### src/hdl/uart_ctrl_defs.vh
// Register offsets, field positions and reset values of the serial port control block.
`ifndef UART_CTRL_DEFS_VH
`define UART_CTRL_DEFS_VH
// ==========================================================
// Register offsets (byte addresses on the 16-bit I/O bus).
`define OFS_DATA 16'h00C0
`define OFS_IEN 16'h00C1
`define OFS_QCTL 16'h00C2
`define OFS_LCTL 16'h00C3
`define OFS_ISTAT 16'h00C8
`define OFS_IMASK 16'h00C9
`define OFS_MODE 16'h00CA
// ==========================================================
// Field positions.
`define QC_EN 0
`define QC_RXFL 1
`define QC_TXFL 2
`define LC_DAS 7
`define LC_PEN 3
`define IE_RX 0
`define IE_TX 1
`define IE_LS 2
`define IE_MS 3
`define IE_TC 4
// ==========================================================
// Reset values.
`define QCTL_RST 8'h00
`define LCTL_RST 8'h00
`define IEN_RST 8'h00
`define DIV_RST 8'h00
// ==========================================================
// Cause codes.
`define CC_LS 3'h3
`define CC_RX 3'h2
`define CC_TO 3'h6
`define CC_TC 3'h5
`define CC_TE 3'h1
`define CC_MS 3'h0
`endif

### src/hdl/uart_irq_fifo_line_ctrl.v
// Interrupt identification, queue control and divisor access logic of a serial port.
// What this block does
// - Queue state field reads 00, 10 or 11
// - Cause code valid only with flag zero
// - Report only highest-priority active cause
// - Bit zero low while any cause active
// - Codes 011, 010, 110 for receive causes
// - Codes 101, 001, 000 for remaining causes
// - Read identification, write queue control, same address
// - Threshold codes select 1, 4, 8, 14 bytes
// - Bit two one flushes transmit queue
// - Bit one one flushes receive queues
// - Bit zero selects queues or single byte
// - Multi-node mode keeps receive queue disabled
// - Divisor access bit remaps shared addresses
// - Multi-node receive parity checked as space
// - Transmit complete needs both stages empty
// - Line status on parity, framing, overrun, break
//
// The address-and-strobe port is this design's own decision.
`timescale 1ns/1ns
`default_nettype none
`include "uart_ctrl_defs.vh"
module uart_irq_fifo_line_ctrl #(
	parameter DEPTH = 16,
	parameter AW = 4
) (
	input wire clk,
	input wire rst,
	input wire [15:0] addr,
	input wire [7:0] wdata,
	input wire wr,
	input wire rd,
	output reg [7:0] rdata,
	output reg irq,
	input wire rx_byte_valid,
	input wire [7:0] rx_byte,
	input wire [3:0] rx_err,
	input wire rx_timeout,
	input wire tx_byte_take,
	input wire tx_shift_empty,
	input wire modem_change,
	output reg tx_byte_valid,
	output reg [7:0] tx_byte,
	output reg rx_parity_space,
	output reg [7:0] baud_div_low,
	output reg [7:0] baud_div_high,
	output reg port_irq
);
	// ==========================================================
	// Register state.
	reg [7:0] qctl_reg; // Queue control: threshold, enable.
	reg [7:0] lctl_reg; // Line control.
	reg [7:0] ien_reg; // Interrupt enables.
	reg mode_reg; // Multi-node mode.
	reg [7:0] rxq [0:DEPTH-1]; // Receive queue storage.
	reg [7:0] txq [0:DEPTH-1]; // Transmit queue storage.
	reg [3:0] rxe [0:DEPTH-1]; // Receive error queue.
	reg [AW-1:0] rx_wp_reg, rx_rp_reg, tx_wp_reg, tx_rp_reg;
	reg [AW:0] rx_cnt_reg, tx_cnt_reg;
	reg [5:0] ist_reg; // Sticky status of the six causes.
	reg [5:0] imask_reg; // Mask onto the system interrupt output.
	reg ms_reg; // Modem-change latch, cleared by an identification read whose cause code is 000.
	reg to_reg; // Time-out latch, cleared by a data read.
	reg [7:0] rdata_next;
	// Queue depth at the width of the counters, so no silent truncation happens at use.
	localparam [AW:0] DEPTH_W = DEPTH;
	// A single-byte holding stage, used when the queues are switched off.
	localparam [AW:0] ONE_W = 1;

	// ==========================================================
	// Effective depths: single byte when queues are off.
	wire q_en = qctl_reg[`QC_EN];
	wire rxq_en = q_en & ~mode_reg;
	wire [AW:0] rx_cap = rxq_en ? DEPTH_W : ONE_W;
	wire [AW:0] tx_cap = q_en ? DEPTH_W : ONE_W;
	wire das = lctl_reg[`LC_DAS];

	// Threshold decode, used for the receive cause.
	function [AW:0] thresh;
		input [1:0] code;
		begin
			case (code)
				2'h0: thresh = 5'h01;
				2'h1: thresh = 5'h04;
				2'h2: thresh = 5'h08;
				default: thresh = 5'h0E;
			endcase
		end
	endfunction

	wire acc_data = addr == `OFS_DATA;
	wire rd_rx = rd & acc_data & ~das;
	wire wr_tx = wr & acc_data & ~das;
	wire rx_pop = rd_rx & (rx_cnt_reg != 0);
	wire rx_push = rx_byte_valid & (rx_cnt_reg < rx_cap);
	wire tx_push = wr_tx & (tx_cnt_reg < tx_cap);
	wire tx_pop = tx_byte_take & (tx_cnt_reg != 0);
	wire qwr = wr & (addr == `OFS_QCTL);
	wire rx_flush = qwr & wdata[`QC_RXFL] & q_en;
	wire tx_flush = qwr & wdata[`QC_TXFL] & q_en;
	wire [3:0] head_err = rxe[rx_rp_reg];

	// ==========================================================
	// Live cause conditions, each gone once its source is removed.
	wire c_ls = ien_reg[`IE_LS] & (rx_cnt_reg != 0) & (|head_err);
	wire [AW:0] lvl = rxq_en ? thresh(qctl_reg[7:6]) : {{AW{1'b0}}, 1'b1};
	wire c_rx = ien_reg[`IE_RX] & (rx_cnt_reg >= lvl);
	wire c_to = ien_reg[`IE_RX] & to_reg;
	wire c_tc = ien_reg[`IE_TC] & (tx_cnt_reg == 0) & tx_shift_empty;
	wire c_te = ien_reg[`IE_TX] & (tx_cnt_reg == 0);
	wire c_ms = ien_reg[`IE_MS] & ms_reg;
	wire any_c = c_ls | c_rx | c_to | c_tc | c_te | c_ms;

	// Priority encoder; only the top cause is shown.
	reg [2:0] code;
	always @*
	begin
		if (c_ls) code = `CC_LS;
		else if (c_rx) code = `CC_RX;
		else if (c_to) code = `CC_TO;
		else if (c_tc) code = `CC_TC;
		else if (c_te) code = `CC_TE;
		else code = `CC_MS;
	end

	// Identification byte; the flag reads 1 when nothing is pending, as printed.
	wire [1:0] qstate = ~q_en ? 2'h0 : (mode_reg ? 2'h2 : 2'h3);
	wire [7:0] ident = {qstate, 2'h0, code, ~any_c};

	// ==========================================================
	// Read mux, answered one cycle after the strobe.
	always @*
	begin
		rdata_next = 8'h00;
		case (addr)
			`OFS_DATA: rdata_next = das ? baud_div_low : rxq[rx_rp_reg];
			`OFS_IEN: rdata_next = das ? baud_div_high : {3'h0, ien_reg[4:0]};
			`OFS_QCTL: rdata_next = ident;
			`OFS_LCTL: rdata_next = lctl_reg;
			`OFS_ISTAT: rdata_next = {2'h0, ist_reg};
			`OFS_IMASK: rdata_next = {2'h0, imask_reg};
			`OFS_MODE: rdata_next = {7'h00, mode_reg};
			default: rdata_next = 8'h00;
		endcase
	end

	// ==========================================================
	// Registers, queues and status. Sticky set beats write-one clear.
	wire [5:0] ev = {c_ms, c_te, c_tc, c_to, c_rx, c_ls};
	always @(posedge clk)
	begin
		if (rst)
		begin
			qctl_reg <= `QCTL_RST;
			lctl_reg <= `LCTL_RST;
			ien_reg <= `IEN_RST;
			baud_div_low <= `DIV_RST;
			baud_div_high <= `DIV_RST;
			mode_reg <= 1'b0;
			rx_wp_reg <= 0;
			rx_rp_reg <= 0;
			tx_wp_reg <= 0;
			tx_rp_reg <= 0;
			rx_cnt_reg <= 0;
			tx_cnt_reg <= 0;
			ist_reg <= 6'h00;
			imask_reg <= 6'h00;
			ms_reg <= 1'b0;
			to_reg <= 1'b0;
			rdata <= 8'h00;
			irq <= 1'b0;
			port_irq <= 1'b0;
			tx_byte_valid <= 1'b0;
			tx_byte <= 8'h00;
			rx_parity_space <= 1'b0;
		end
		else
		begin
			rdata <= rd ? rdata_next : 8'h00;
			if (qwr)
			begin
				// Flush bits are actions, so they are not stored.
				qctl_reg <= {wdata[7:6], 5'h00, wdata[`QC_EN]};
				if (wdata[`QC_EN] != q_en)
				begin
					// Depth change starts both queues empty.
					rx_wp_reg <= 0;
					rx_rp_reg <= 0;
					rx_cnt_reg <= 0;
					tx_wp_reg <= 0;
					tx_rp_reg <= 0;
					tx_cnt_reg <= 0;
				end
			end
			if (wr & addr == `OFS_LCTL) lctl_reg <= wdata;
			if (wr & addr == `OFS_IEN)
			begin
				if (das) baud_div_high <= wdata;
				else ien_reg <= {3'h0, wdata[4:0]};
			end
			if (wr & acc_data & das) baud_div_low <= wdata;
			if (wr & addr == `OFS_IMASK) imask_reg <= wdata[5:0];
			if (wr & addr == `OFS_MODE) mode_reg <= wdata[0];
			// Receive queue.
			if (rx_flush)
			begin
				rx_wp_reg <= 0;
				rx_rp_reg <= 0;
				rx_cnt_reg <= 0;
			end
			else if (!(qwr && wdata[`QC_EN] != q_en))
			begin
				if (rx_push)
				begin
					rxq[rx_wp_reg] <= rx_byte;
					rxe[rx_wp_reg] <= rx_err;
					rx_wp_reg <= (rx_cap == 1) ? rx_wp_reg : rx_wp_reg + 1'b1;
				end
				if (rx_pop) rx_rp_reg <= (rx_cap == 1) ? rx_rp_reg : rx_rp_reg + 1'b1;
				rx_cnt_reg <= rx_cnt_reg + {{AW{1'b0}}, rx_push} - {{AW{1'b0}}, rx_pop};
			end
			// Transmit queue.
			if (tx_flush)
			begin
				tx_wp_reg <= 0;
				tx_rp_reg <= 0;
				tx_cnt_reg <= 0;
			end
			else if (!(qwr && wdata[`QC_EN] != q_en))
			begin
				if (tx_push)
				begin
					txq[tx_wp_reg] <= wdata;
					tx_wp_reg <= (tx_cap == 1) ? tx_wp_reg : tx_wp_reg + 1'b1;
				end
				if (tx_pop) tx_rp_reg <= (tx_cap == 1) ? tx_rp_reg : tx_rp_reg + 1'b1;
				tx_cnt_reg <= tx_cnt_reg + {{AW{1'b0}}, tx_push} - {{AW{1'b0}}, tx_pop};
			end
			tx_byte_valid <= (tx_cnt_reg != 0) & ~tx_flush;
			tx_byte <= txq[tx_rp_reg];
			// Time-out held until data is read; modem change until an identification read returns cause code 000.
			if (rx_timeout) to_reg <= 1'b1;
			else if (rd_rx | rx_flush) to_reg <= 1'b0;
			if (modem_change) ms_reg <= 1'b1;
			else if (rd & addr == `OFS_QCTL & code == `CC_MS) ms_reg <= 1'b0;
			if (wr & addr == `OFS_ISTAT) ist_reg <= (ist_reg & ~wdata[5:0]) | ev;
			else ist_reg <= ist_reg | ev;
			irq <= |(ist_reg & imask_reg);
			port_irq <= any_c;
			rx_parity_space <= mode_reg & lctl_reg[`LC_PEN];
		end
	end
endmodule
`default_nettype wire

### config.mk
export PLATFORM = sky130hd
export DESIGN_NAME = uart_irq_fifo_line_ctrl
export DESIGN_NICKNAME = d
export VERILOG_FILES = /design/src/hdl/uart_irq_fifo_line_ctrl.v
export VERILOG_INCLUDE_DIRS = /design/src /design/src/hdl
export SDC_FILE = /design/constraint.sdc
export NUM_CORES = 1
export LEC_CHECK = 0
export BUFFER_PORTS_ARGS = -buffer_cell sky130_fd_sc_hd__buf_2
export CORE_MARGIN = 10
export CORE_UTILIZATION = 40
export CTS_CLUSTER_SIZE = 8
export DETAILED_ROUTE_END_ITERATION = 16
export GPL_TIMING_DRIVEN = 0
export SLEW_MARGIN = 20
export SYNTH_ARGS = -nofsm -noshare
export SYNTH_HDL_FRONTEND = slang
export SYNTH_SLANG_ARGS = --single-unit
### constraint.sdc
create_clock -name clk -period 4.67 [get_ports clk]
set_input_delay 0.934 -clock clk [delete_from_list [all_inputs] [get_ports clk]]
set_output_delay 0.934 -clock clk [all_outputs]
set_load 0.02 [all_outputs]
==> reports/qor.txt, run 1 <==
OUTCOME
------------------------------------------------------------------------------------
Result of the run                                                       finished clean

SETUP PATH
------------------------------------------------------------------------------------
Endpoint required time on the critical path                                  4.88 ns
Critical Path Sink Type                                                         flop
Critical-path top delay cell                                            sky130_fd_sc_hd__and3_1
Crit-path max FO                                                                  12
Data arrival time of the critical path                                       4.48 ns
Maximum cell stage delay along the critical path                             0.78 ns
Worst r2r path cells                                                              11
Critical-path cell list                                                 clkbuf_1 -> nor2b_1 -> clkbuf_1 -> inv_1 -> ha_1 -> inv_1 -> a31oi_1 -> or2_2 -> nor2_1 -> buf_2 -> and3_1
Critical path type                                                        reg -> reg
Launching element type of the critical path                                     flop

HOLD PATH
------------------------------------------------------------------------------------
Instance count along the most critical hold path                                   2
Class of the tightest hold or removal check                               reg -> reg

POWER
------------------------------------------------------------------------------------
IR Drop Worst-Case VDD                                                      0.308 mV
Leakage component of the power                                            0.00648 uW
Ratio of total power to cell area                                         431 nW/um2

FLOORPLAN
------------------------------------------------------------------------------------
Die area                                                                   50800 um2
Area of the core                                                           41900 um2
Boundary Pins                                                                     81
X dimension of the die                                                        225 um
Site row count                                                                    75
Starting utilization of the core area                                          0.403
Die boundary height                                                           225 um

STA
------------------------------------------------------------------------------------
Post-Route Skew                                                            0.0135 ns
Minimum period implied by the final worst setup slack                        4.27 ns
Unrepaired setup endpoints after global routing                                   no
Achievable clock frequency                                                   234 MHz
Slew at the pin with the worst max-slew slack                                1.04 ns
Worst hold margin                                                           0.459 ns
Worst slew margin relative to its limit                                        0.299
Final setup TNS                                                                 0 ns
Endpoints failing setup                                                            0
Fin crit share                                                                 0.915
Fin. max-slew vios                                                                 0
Number of hold violations in the final report                                      0

LOGIC SYNTHESIS
------------------------------------------------------------------------------------
Average instance area after synthesis                                       15.3 um2
Top-count cell post-synth                                               sky130_fd_sc_hd__edfxtp_1
Post-Synthesis Cells                                                            1106
Yosys reg bits                                                                   417
Yosys Warn Count                                                                   0
Proportion of synthesized flip-flops having asynchronous set or reset              0
Fraction of post-synthesis cell area in the top cell type by area              0.569
EDFF count, synth                                                                320
Netlist Area Pre-Place                                                     16900 um2
Sequential fraction of the synthesis area                                      0.684
Most area-hungry cell type in the Yosys netlist                         sky130_fd_sc_hd__edfxtp_1
Top cells by count, synth                                               sky130_fd_sc_hd__edfxtp_1, sky130_fd_sc_hd__dfxtp_1, sky130_fd_sc_hd__nand2_1, sky130_fd_sc_hd__mux4_2, sky130_fd_sc_hd__nor2_1
Post-Syn Nets                                                                   1185
Most frequently used flop master after synthesis                        sky130_fd_sc_hd__edfxtp_1
Distinct cell type count after synthesis                                          67
Synth area leaders                                                      sky130_fd_sc_hd__edfxtp_1, sky130_fd_sc_hd__dfxtp_1, sky130_fd_sc_hd__mux4_2

DETAILED ROUTING
------------------------------------------------------------------------------------
Total number of vias                                                           10000
Routed wire per std cell                                                     23.5 um
Detailed router's first-iteration violation count                               1071
Ratio of routed vias to standard cells                                          5.53
DRT Pass-1 Iters                                                                   5
Antenna viol nets, final                                                           0
DRC                                                                                0
Wire length reported by the detailed router                                 42500 um

PLACE
------------------------------------------------------------------------------------
Half-perimeter wire length after detailed placement                         28400 um
Placer's final routability congestion estimate                                 0.868
Port Buffer Count                                                                 77

CTS
------------------------------------------------------------------------------------
Insertion delay to the later sink of the worst-skew pair                     0.59 ns
Number of buffers inserted by hold repair at cts                                   0
Longest Clk Path Bufs                                                              3
H-tree depth                                                                       2
Clock Sink Count                                                                 417
Resized Gates After CTS                                                            0
Register clock-pin slew on the reported worst setup and hold paths           0.05 ns
Buffer count from post-CTS setup fixing                                            0
Clock root buffer master                                                sky130_fd_sc_hd__clkbuf_16
TritonCTS clock tree                                                            done
Total CTS buffers                                                                 58

GLOBAL ROUTING
------------------------------------------------------------------------------------
Global-route wire length before repair                                      63700 um
Number of global-route vias before repair                                       9931
Overall Global Routing Usage                                                   0.168
Overall overflow remaining after global route                                      0
Largest net degree at the start of global routing                                 23
Initial antenna violation count                                                    2

FINAL LAYOUT
------------------------------------------------------------------------------------
Synthesis-to-layout area growth                                                16.1%
Registers with the most flip-flops                                      rxq x128, txq x128, rxe x64
Number of nets at the end of the flow                                           1322
Total of fill cells in the finished design                                      3654
Proportion of layout cells with a drive suffix above 1                         0.196
Footprint of the multi-input gates                                          5020 um2
Seq. cell area                                                             11600 um2

JOB
------------------------------------------------------------------------------------
Max-cap violations                                                                 0

[cell usage in the layout (no fill, tap or decap), drive strengths merged, types with 28 or more instances in the layout]
| cell type | count |
|---|---|
| edfxtp | 320 |
| clkbuf | 117 |
| buf | 100 |
| dfxtp | 97 |
| nand2 | 92 |
| nor2 | 73 |
| mux4 | 71 |
| a21oi | 56 |
| inv | 35 |
| ha | 32 |
| and3 | 29 |
| o21ai | 28 |
[worst max-delay path: cells and delay by family (launching register included)]
kind / cells / cell delay [ns]
compound gates: 1 / 0.08
fa+ha+maj: 1 / 0.33
buf+inv: 5 / 1.49
flops: 1 / 0.30
simple gates: 4 / 1.67
[worst paths after layout]
path | startpoint | end | slack, ns
setup / recovery | qctl_reg[0] | rxq[10][7] | 0.40
hold / removal | lctl_reg[1] | lctl_reg[1] | 0.46
setup reg to reg | qctl_reg[0] | rxq[10][7] | 0.40
hold reg to reg | lctl_reg[1] | lctl_reg[1] | 0.46
[layer usage]
metal / up-vias / track usage / routed length (um)
met5: - / 0 / 11
met4: 2 / 0.0525 / 986
met3: 71 / 0.0375 / 3310
met2: 386 / 0.263 / 19700
met1: 5028 / 0.227 / 18600
li1: 4536 / - / -
[power by group]
part	switching, uW	internal [uW]	leakage, uW
Combinational	364	222	0.00203
Sequential	38.7	4060	0.00366
Clock	1500	2270	0.000779
Total	1900	6550	0.00648
[logic make-up (layout without fill, tap and decap cells)]
group           after synthesis  after routing  synth area share
mux                          95             95             0.109
simple gates                321            321             0.100
xor+xnor                     15             15           0.00778
compound gates              138            138            0.0528
flops                       417            417             0.684
buf+inv                      86            254            0.0201
other cells                   0              1                 0
fa+ha+maj                    34             34            0.0261
[final cells by class]
| class | count | share of cell area |
|---|---|---|
| Tap cell | 539 | 0.0344 |
| Inverter | 33 | 0.00632 |
| Sequential cell | 417 | 0.589 |
| Buffer | 53 | 0.0110 |
| Multi-Input combinational cell | 603 | 0.256 |
| Clock buffer | 87 | 0.0796 |
| Clock inverter | 4 | 0.00345 |
| Timing Repair Buffer | 77 | 0.0197 |
| Antenna cell | 1 | 0.000128 |
[through the flow]
stage,instances,power (uW),util,setup slack (ns),cell area (um2)
2_1_floorplan,1106,4550,-,0.632,16900
3_3_place_gp,1722,4740,0.429,-0.00161,17900
3_5_place_dp,1722,4750,0.429,0.0243,18000
4_1_cts,1813,8540,0.468,0.416,19600
5_1_grt,1813,8790,0.468,0.0609,19600
6_report,1814,8460,0.468,0.396,19600
Note: power is estimated with default switching activity, not from simulation.
==> inputs of run 2 (changes only) <==
- CORE_UTILIZATION: 40 -> 30
==> run 2 against run 1 <==
Net effect:
- setup slack lost 0.084 ns
- final area grew 1.9%
- final cell count grew 13%
- sequential power is essentially flat
- register-to-register slack gained 0.07 ns
- die area grew 30%
- count of clock-buffer cells in the layout grew 19
- critical path type is now in -> reg
- first-iteration DRC count grew 3.4%
- maximum frequency shrank 1.9%
==> reports/qor.txt, run 2 (same netlist as run 1, synthesis figures left out) <==
OUTCOME
---------------------------------------------------------------------------------
Result of the run                                                    finished clean

DETAILED ROUTING
---------------------------------------------------------------------------------
Routed wire per std cell                                                  21.6 um
Detailed router's first-iteration violation count                            1107
DRT Pass-1 Iters                                                                6
Ratio of routed vias to standard cells                                       5.00
Antenna viol nets, final                                                        0
Wire length reported by the detailed router                              44200 um
Total number of vias                                                        10200
DRC                                                                             0

FLOORPLAN
---------------------------------------------------------------------------------
X dimension of the die                                                     257 um
Site row count                                                                 86
Die boundary height                                                        257 um
Area of the core                                                        55400 um2
Boundary Pins                                                                  81
Starting utilization of the core area                                       0.305
Die area                                                                66200 um2

FINAL LAYOUT
---------------------------------------------------------------------------------
Post-route core utilization                                                 0.360
Synthesis-to-layout area growth                                             18.3%
Registers with the most flip-flops                                   rxq x128, txq x128, rxe x64
Footprint of the multi-input gates                                       5020 um2
Total of fill cells in the finished design                                   5211
Top library cells by usage in the layout, fill and taps aside        sky130_fd_sc_hd__edfxtp_1, sky130_fd_sc_hd__dfxtp_1, sky130_fd_sc_hd__nand2_1
Most common cell after layout, fill and taps aside                   sky130_fd_sc_hd__edfxtp_1
Proportion of layout cells with a drive suffix above 1                      0.193
Number of nets at the end of the flow                                        1322
Seq. cell area                                                          11600 um2

CTS
---------------------------------------------------------------------------------
Number of buffers inserted by hold repair at cts                                0
Buffer count from post-CTS setup fixing                                         0
Longest Clk Path Bufs                                                           3
Insertion delay to the later sink of the worst-skew pair                  0.62 ns
Clock root buffer master                                             sky130_fd_sc_hd__clkbuf_16
TritonCTS clock tree                                                         done
Resized Gates After CTS                                                         0
Clock Sink Count                                                              417
Total CTS buffers                                                              58
H-tree depth                                                                    2
Register clock-pin slew on the reported worst setup and hold paths        0.05 ns

STA
---------------------------------------------------------------------------------
Worst Slack Setup Final                                                  0.312 ns
Post-Route Skew                                                         0.0363 ns
Number of hold violations in the final report                                   0
Worst slew margin relative to its limit                                     0.333
Achievable clock frequency                                                229 MHz
Minimum period implied by the final worst setup slack                     4.36 ns
Unrepaired setup endpoints after global routing                                no
Slew at the pin with the worst max-slew slack                            0.996 ns
Fin crit share                                                              0.933
Fin. max-slew vios                                                              0
Endpoints failing setup                                                         0

PLACE
---------------------------------------------------------------------------------
Port Buffer Count                                                              77
Placement-stage worst setup slack                                       -0.249 ns
Half-perimeter wire length after detailed placement                      29200 um
Placer's final routability congestion estimate                              0.865

SETUP PATH
---------------------------------------------------------------------------------
Reg-to-reg slack, setup                                                   0.47 ns
Critical path type                                                      in -> reg
Critical-path cell list                                              buf_2 -> or4b_4 -> nor4_4 -> and3_1 -> clkbuf_1 -> and3_1 -> ha_1 -> inv_1 -> ha_1 -> fa_1 -> a21oi_1 -> nor2_1 -> or3_1 -> a21oi_1
Critical Path Sink Type                                                      flop
Critical-path top delay cell                                         sky130_fd_sc_hd__nor4_4
Crit-path max FO                                                               10
Launching element type of the critical path                             input pin
Cell type group with the largest total delay on the critical path    simple AND/OR/NAND/NOR gates
Data arrival time of the critical path                                    4.88 ns
Endpoint required time on the critical path                               5.19 ns
Total buffers and inverters traversed by the critical path                      3
Maximum cell stage delay along the critical path                          0.66 ns

POWER
---------------------------------------------------------------------------------
Ratio of total power to cell area                                      432 nW/um2
Comb power frac                                                             0.069
IR Drop Worst-Case VDD                                                   0.303 mV
Cell internal pwr                                                         6650 uW
Leakage component of the power                                         0.00651 uW
Power dissipated by switching net loads                                   1980 uW
Share of total power in the clock network                                   0.457
Sw Ratio                                                                    0.230
Relative contribution of sequential cells to total power                    0.474

HOLD PATH
---------------------------------------------------------------------------------
Class of the tightest hold or removal check                            reg -> reg

GLOBAL ROUTING
---------------------------------------------------------------------------------
Initial antenna violation count                                                 9
Largest net degree at the start of global routing                              23
Global-route wire length before repair                                   65400 um
Overall Global Routing Usage                                                0.129
Overall overflow remaining after global route                                   0
Number of global-route vias before repair                                   10200

JOB
---------------------------------------------------------------------------------
Max-cap violations                                                              0

## run 2: changes by cell type in the layout (fill, tap and decap cells not counted), sizes merged
cell	previous run	this run
clkbuf	117	136
diode	1	3
inv	35	34
## run 2: path summary, 6_finish.rpt
check,startpoint,to,depth (start not counted)
setup / recovery,addr[2],rx_cnt_reg[4],14
hold reg to reg,lctl_reg[6],lctl_reg[6],2
hold / removal,lctl_reg[6],lctl_reg[6],2
setup reg to reg,qctl_reg[0],rxq[9][3],11
## run 2: layout make-up
type / instances / area share
antenna: 3 / 0.000376
buffer: 53 / 0.0108
clock buffer: 106 / 0.0828
clock inverter: 3 / 0.00401
inverter: 33 / 0.00620
multi-input combinational: 603 / 0.251
sequential: 417 / 0.578
tap: 748 / 0.0469
timing repair buffer: 77 / 0.0193
## run 2: metal layers
metal	vias to the layer above	GRT usage	wire, um
met1	5152	0.166	18100
met2	417	0.212	21400
met5	-	0	27
met4	4	0.0406	1170
met3	87	0.0310	3440
li1	4549	-	-
## run 2: power by group through the flow
stage | logic (uW) | registers (uW) | clock network, uW
4_1_cts | 599 | 4090 | 4020
5_1_grt | 683 | 4100 | 4200
3_3_place_gp | 567 | 4160 | 0
2_1_floorplan | 383 | 4160 | 0
6_report | 599 | 4090 | 3940
3_5_place_dp | 591 | 4170 | 0
## run 2: per-stage QoR
stage	hold slack (ns)	instances	TNS (ns)	instance area, um2	power (uW)
global route	0.472	2040	0	20000	8980
global placement	0.440	1931	-4.18	18200	4730
detailed placement	0.447	1931	-0.338	18200	4760
CTS	0.455	2040	0	20000	8710
finish	0.455	2043	0	20000	8640
floorplan	0.431	1106	0	16900	4550
## run 2: tightest hold or removal path: cells and delay by family (launching register included)
family / cells / cell delay [ns]
AOI/OAI and AO/OA: 1 / 0.05
DFF: 1 / 0.31
and+or+nand+nor: 1 / 0.05
==> inputs of run 3 (changes only) <==
- CELL_PAD_IN_SITES_DETAIL_PLACEMENT: unset -> 2
- CELL_PAD_IN_SITES_GLOBAL_PLACEMENT: unset -> 2
- PLACE_DENSITY_LB_ADDON: unset -> 0.1
==> run 3 against run 2 <==
Net effect:
- final area is 0.25% lower
- critical path depth unchanged
- sequential share of layout area increased by 0.15 points
- wire length grew 19%
- worst hold slack improved by 0.033 ns
- combinational power rose by 3%
- via count is 1.8% lower
- largest cell class unchanged
- core utilization down 0.090 points
- highest routed layer unchanged
- clock power about the same
- clock skew down 0.00055 ns
==> reports/qor.txt, run 3 (same netlist as run 1, synthesis figures left out) <==
DETAILED ROUTING
---------------------------------------------------------------------------------
DRC                                                                             0
Total number of vias                                                        10000
Antenna viol nets, final                                                        0
Detailed router's first-iteration violation count                             631
DRT Pass-1 Iters                                                                5
Ratio of routed vias to standard cells                                       4.95
Routed wire per std cell                                                  25.9 um
Wire length reported by the detailed router                              52400 um

HOLD PATH
---------------------------------------------------------------------------------
Instance count along the most critical hold path                                2
Min-Delay Startpoint                                                  lctl_reg[0]
Class of the tightest hold or removal check                            reg -> reg
Worst min-delay path endpoint                                         lctl_reg[0]

POWER
---------------------------------------------------------------------------------
Final Total Pwr                                                           8620 uW
Ratio of total power to cell area                                      433 nW/um2
Leakage component of the power                                         0.00651 uW
IR Drop Worst-Case VDD                                                   0.278 mV

FLOORPLAN
---------------------------------------------------------------------------------
Boundary Pins                                                                  81
X dimension of the die                                                     257 um
Area of the core                                                        55400 um2
Site row count                                                                 86
Die area                                                                66200 um2
Starting utilization of the core area                                       0.305
Die boundary height                                                        257 um

FINAL LAYOUT
---------------------------------------------------------------------------------
Number of nets at the end of the flow                                        1325
Most common cell after layout, fill and taps aside                   sky130_fd_sc_hd__edfxtp_1
Top library cells by usage in the layout, fill and taps aside        sky130_fd_sc_hd__edfxtp_1, sky130_fd_sc_hd__dfxtp_1, sky130_fd_sc_hd__nand2_1
Total of fill cells in the finished design                                   5632
Number of antenna diodes                                                        0
Synthesis-to-layout area growth                                             18.0%
Registers with the most flip-flops                                   rxq x128, txq x128, rxe x64
Post-route core utilization                                                 0.360
Proportion of layout cells with a drive suffix above 1                      0.200

STA
---------------------------------------------------------------------------------
Fin. max-slew vios                                                              0
Unrepaired setup endpoints after global routing                                no
Post-Route Skew                                                         0.0358 ns
Slew at the pin with the worst max-slew slack                             1.03 ns
Minimum period implied by the final worst setup slack                     4.40 ns
Achievable clock frequency                                                227 MHz
Number of hold violations in the final report                                   0
Final setup TNS                                                              0 ns
Fin crit share                                                              0.942
Endpoints failing setup                                                         0
Worst slew margin relative to its limit                                     0.317

SETUP PATH
---------------------------------------------------------------------------------
Worst r2r path cells                                                           16
Reg-to-reg slack, setup                                                   0.49 ns
R2R Path End                                                         rx_cnt_reg[4]
Data arrival time of the critical path                                    4.95 ns
Launching element type of the critical path                             input pin
Crit-path max FO                                                               10
Critical path type                                                      in -> reg
Endpoint required time on the critical path                               5.23 ns
Critical Path Sink Type                                                      flop
Launching point of the worst reg2reg path                             qctl_reg[0]

PLACE
---------------------------------------------------------------------------------
Half-perimeter wire length after detailed placement                      35900 um
Port Buffer Count                                                              77
Placer's final routability congestion estimate                              0.797

GLOBAL ROUTING
---------------------------------------------------------------------------------
Overall Global Routing Usage                                                0.157
Largest net degree at the start of global routing                              23
Most used routing layer                                                      met2
Met1 track demand over resource in global routing                           0.204
Met2 Use GR                                                                 0.265
Global-route wire length before repair                                   77100 um
Overall overflow remaining after global route                                   0
Number of global-route vias before repair                                   11100
Initial antenna violation count                                                 1
M3 GR Usage                                                                0.0252

CTS
---------------------------------------------------------------------------------
Longest Clk Path Bufs                                                           3
Insertion delay to the later sink of the worst-skew pair                  0.63 ns
Clock root buffer master                                             sky130_fd_sc_hd__clkbuf_16
H-tree depth                                                                    2
Buffer count from post-CTS setup fixing                                         0
TritonCTS clock tree                                                         done
Number of buffers inserted by hold repair at cts                                0
Resized Gates After CTS                                                         0
Clock Sink Count                                                              417
Register clock-pin slew on the reported worst setup and hold paths        0.05 ns
Total CTS buffers                                                              58

OUTCOME
---------------------------------------------------------------------------------
Result of the run                                                    finished clean

JOB
---------------------------------------------------------------------------------
Max-cap violations                                                              0

run 3: final cells by class:
cell class	instances	area, um2	area share
sequential	417	11600	0.580
multi-input combinational	603	5030	0.252
buffer	53	215	0.0108
clock buffer	86	1570	0.0786
clock inverter	4	95.1	0.00477
timing repair buffer	80	408	0.0205
inverter	33	124	0.00622
tap	748	936	0.0470
run 3: worst max path at each step:
stage / from / end / slack, ns / depth (start not counted)
global placement: addr[3] / rx_cnt_reg[4] / -0.37 / 14
global route: addr[2] / rx_cnt_reg[4] / 0.09 / 14
CTS: addr[2] / rx_cnt_reg[4] / 0.26 / 14
floorplan: addr[2] / tx_cnt_reg[4] / 0.63 / 12
finish: addr[2] / rx_cnt_reg[4] / 0.27 / 14
detailed placement: addr[2] / rx_cnt_reg[4] / -0.39 / 14
run 3: metrics by stage:
step	instance area (um2)	cells	hold slack, ns	worst slack, ns
finish	19900	2024	0.488	0.271
detailed placement	18300	1934	0.470	-0.390
global placement	18200	1931	0.450	-0.369
CTS	19900	2024	0.481	0.264
global route	19900	2024	0.495	0.0873
floorplan	16900	1106	0.431	0.632
run 3: layer usage:
metal	up-vias	routed length, um
met1	5246	23700
met3	72	1890
met4	2	1280
met2	177	25500
li1	4528	-
met5	-	9
run 3: power breakdown:
group	switching, uW	internal, uW
registers	40.0	4060
clock network	1620	2290
logic	390	225
total	2050	6570
run 3: worst max-delay path: stages:
cell,delay [ns]
sky130_fd_sc_hd__buf_2,0.10
sky130_fd_sc_hd__or4b_4,0.59
sky130_fd_sc_hd__nor4_4,0.62
sky130_fd_sc_hd__and3_1,0.26
sky130_fd_sc_hd__clkbuf_1,0.62
sky130_fd_sc_hd__and3_1,0.28
sky130_fd_sc_hd__ha_1,0.14
sky130_fd_sc_hd__inv_1,0.04
sky130_fd_sc_hd__ha_1,0.21
sky130_fd_sc_hd__fa_1,0.45
sky130_fd_sc_hd__a21oi_1,0.17
sky130_fd_sc_hd__nor2_1,0.07
sky130_fd_sc_hd__or3_1,0.34
sky130_fd_sc_hd__a21oi_1,0.13
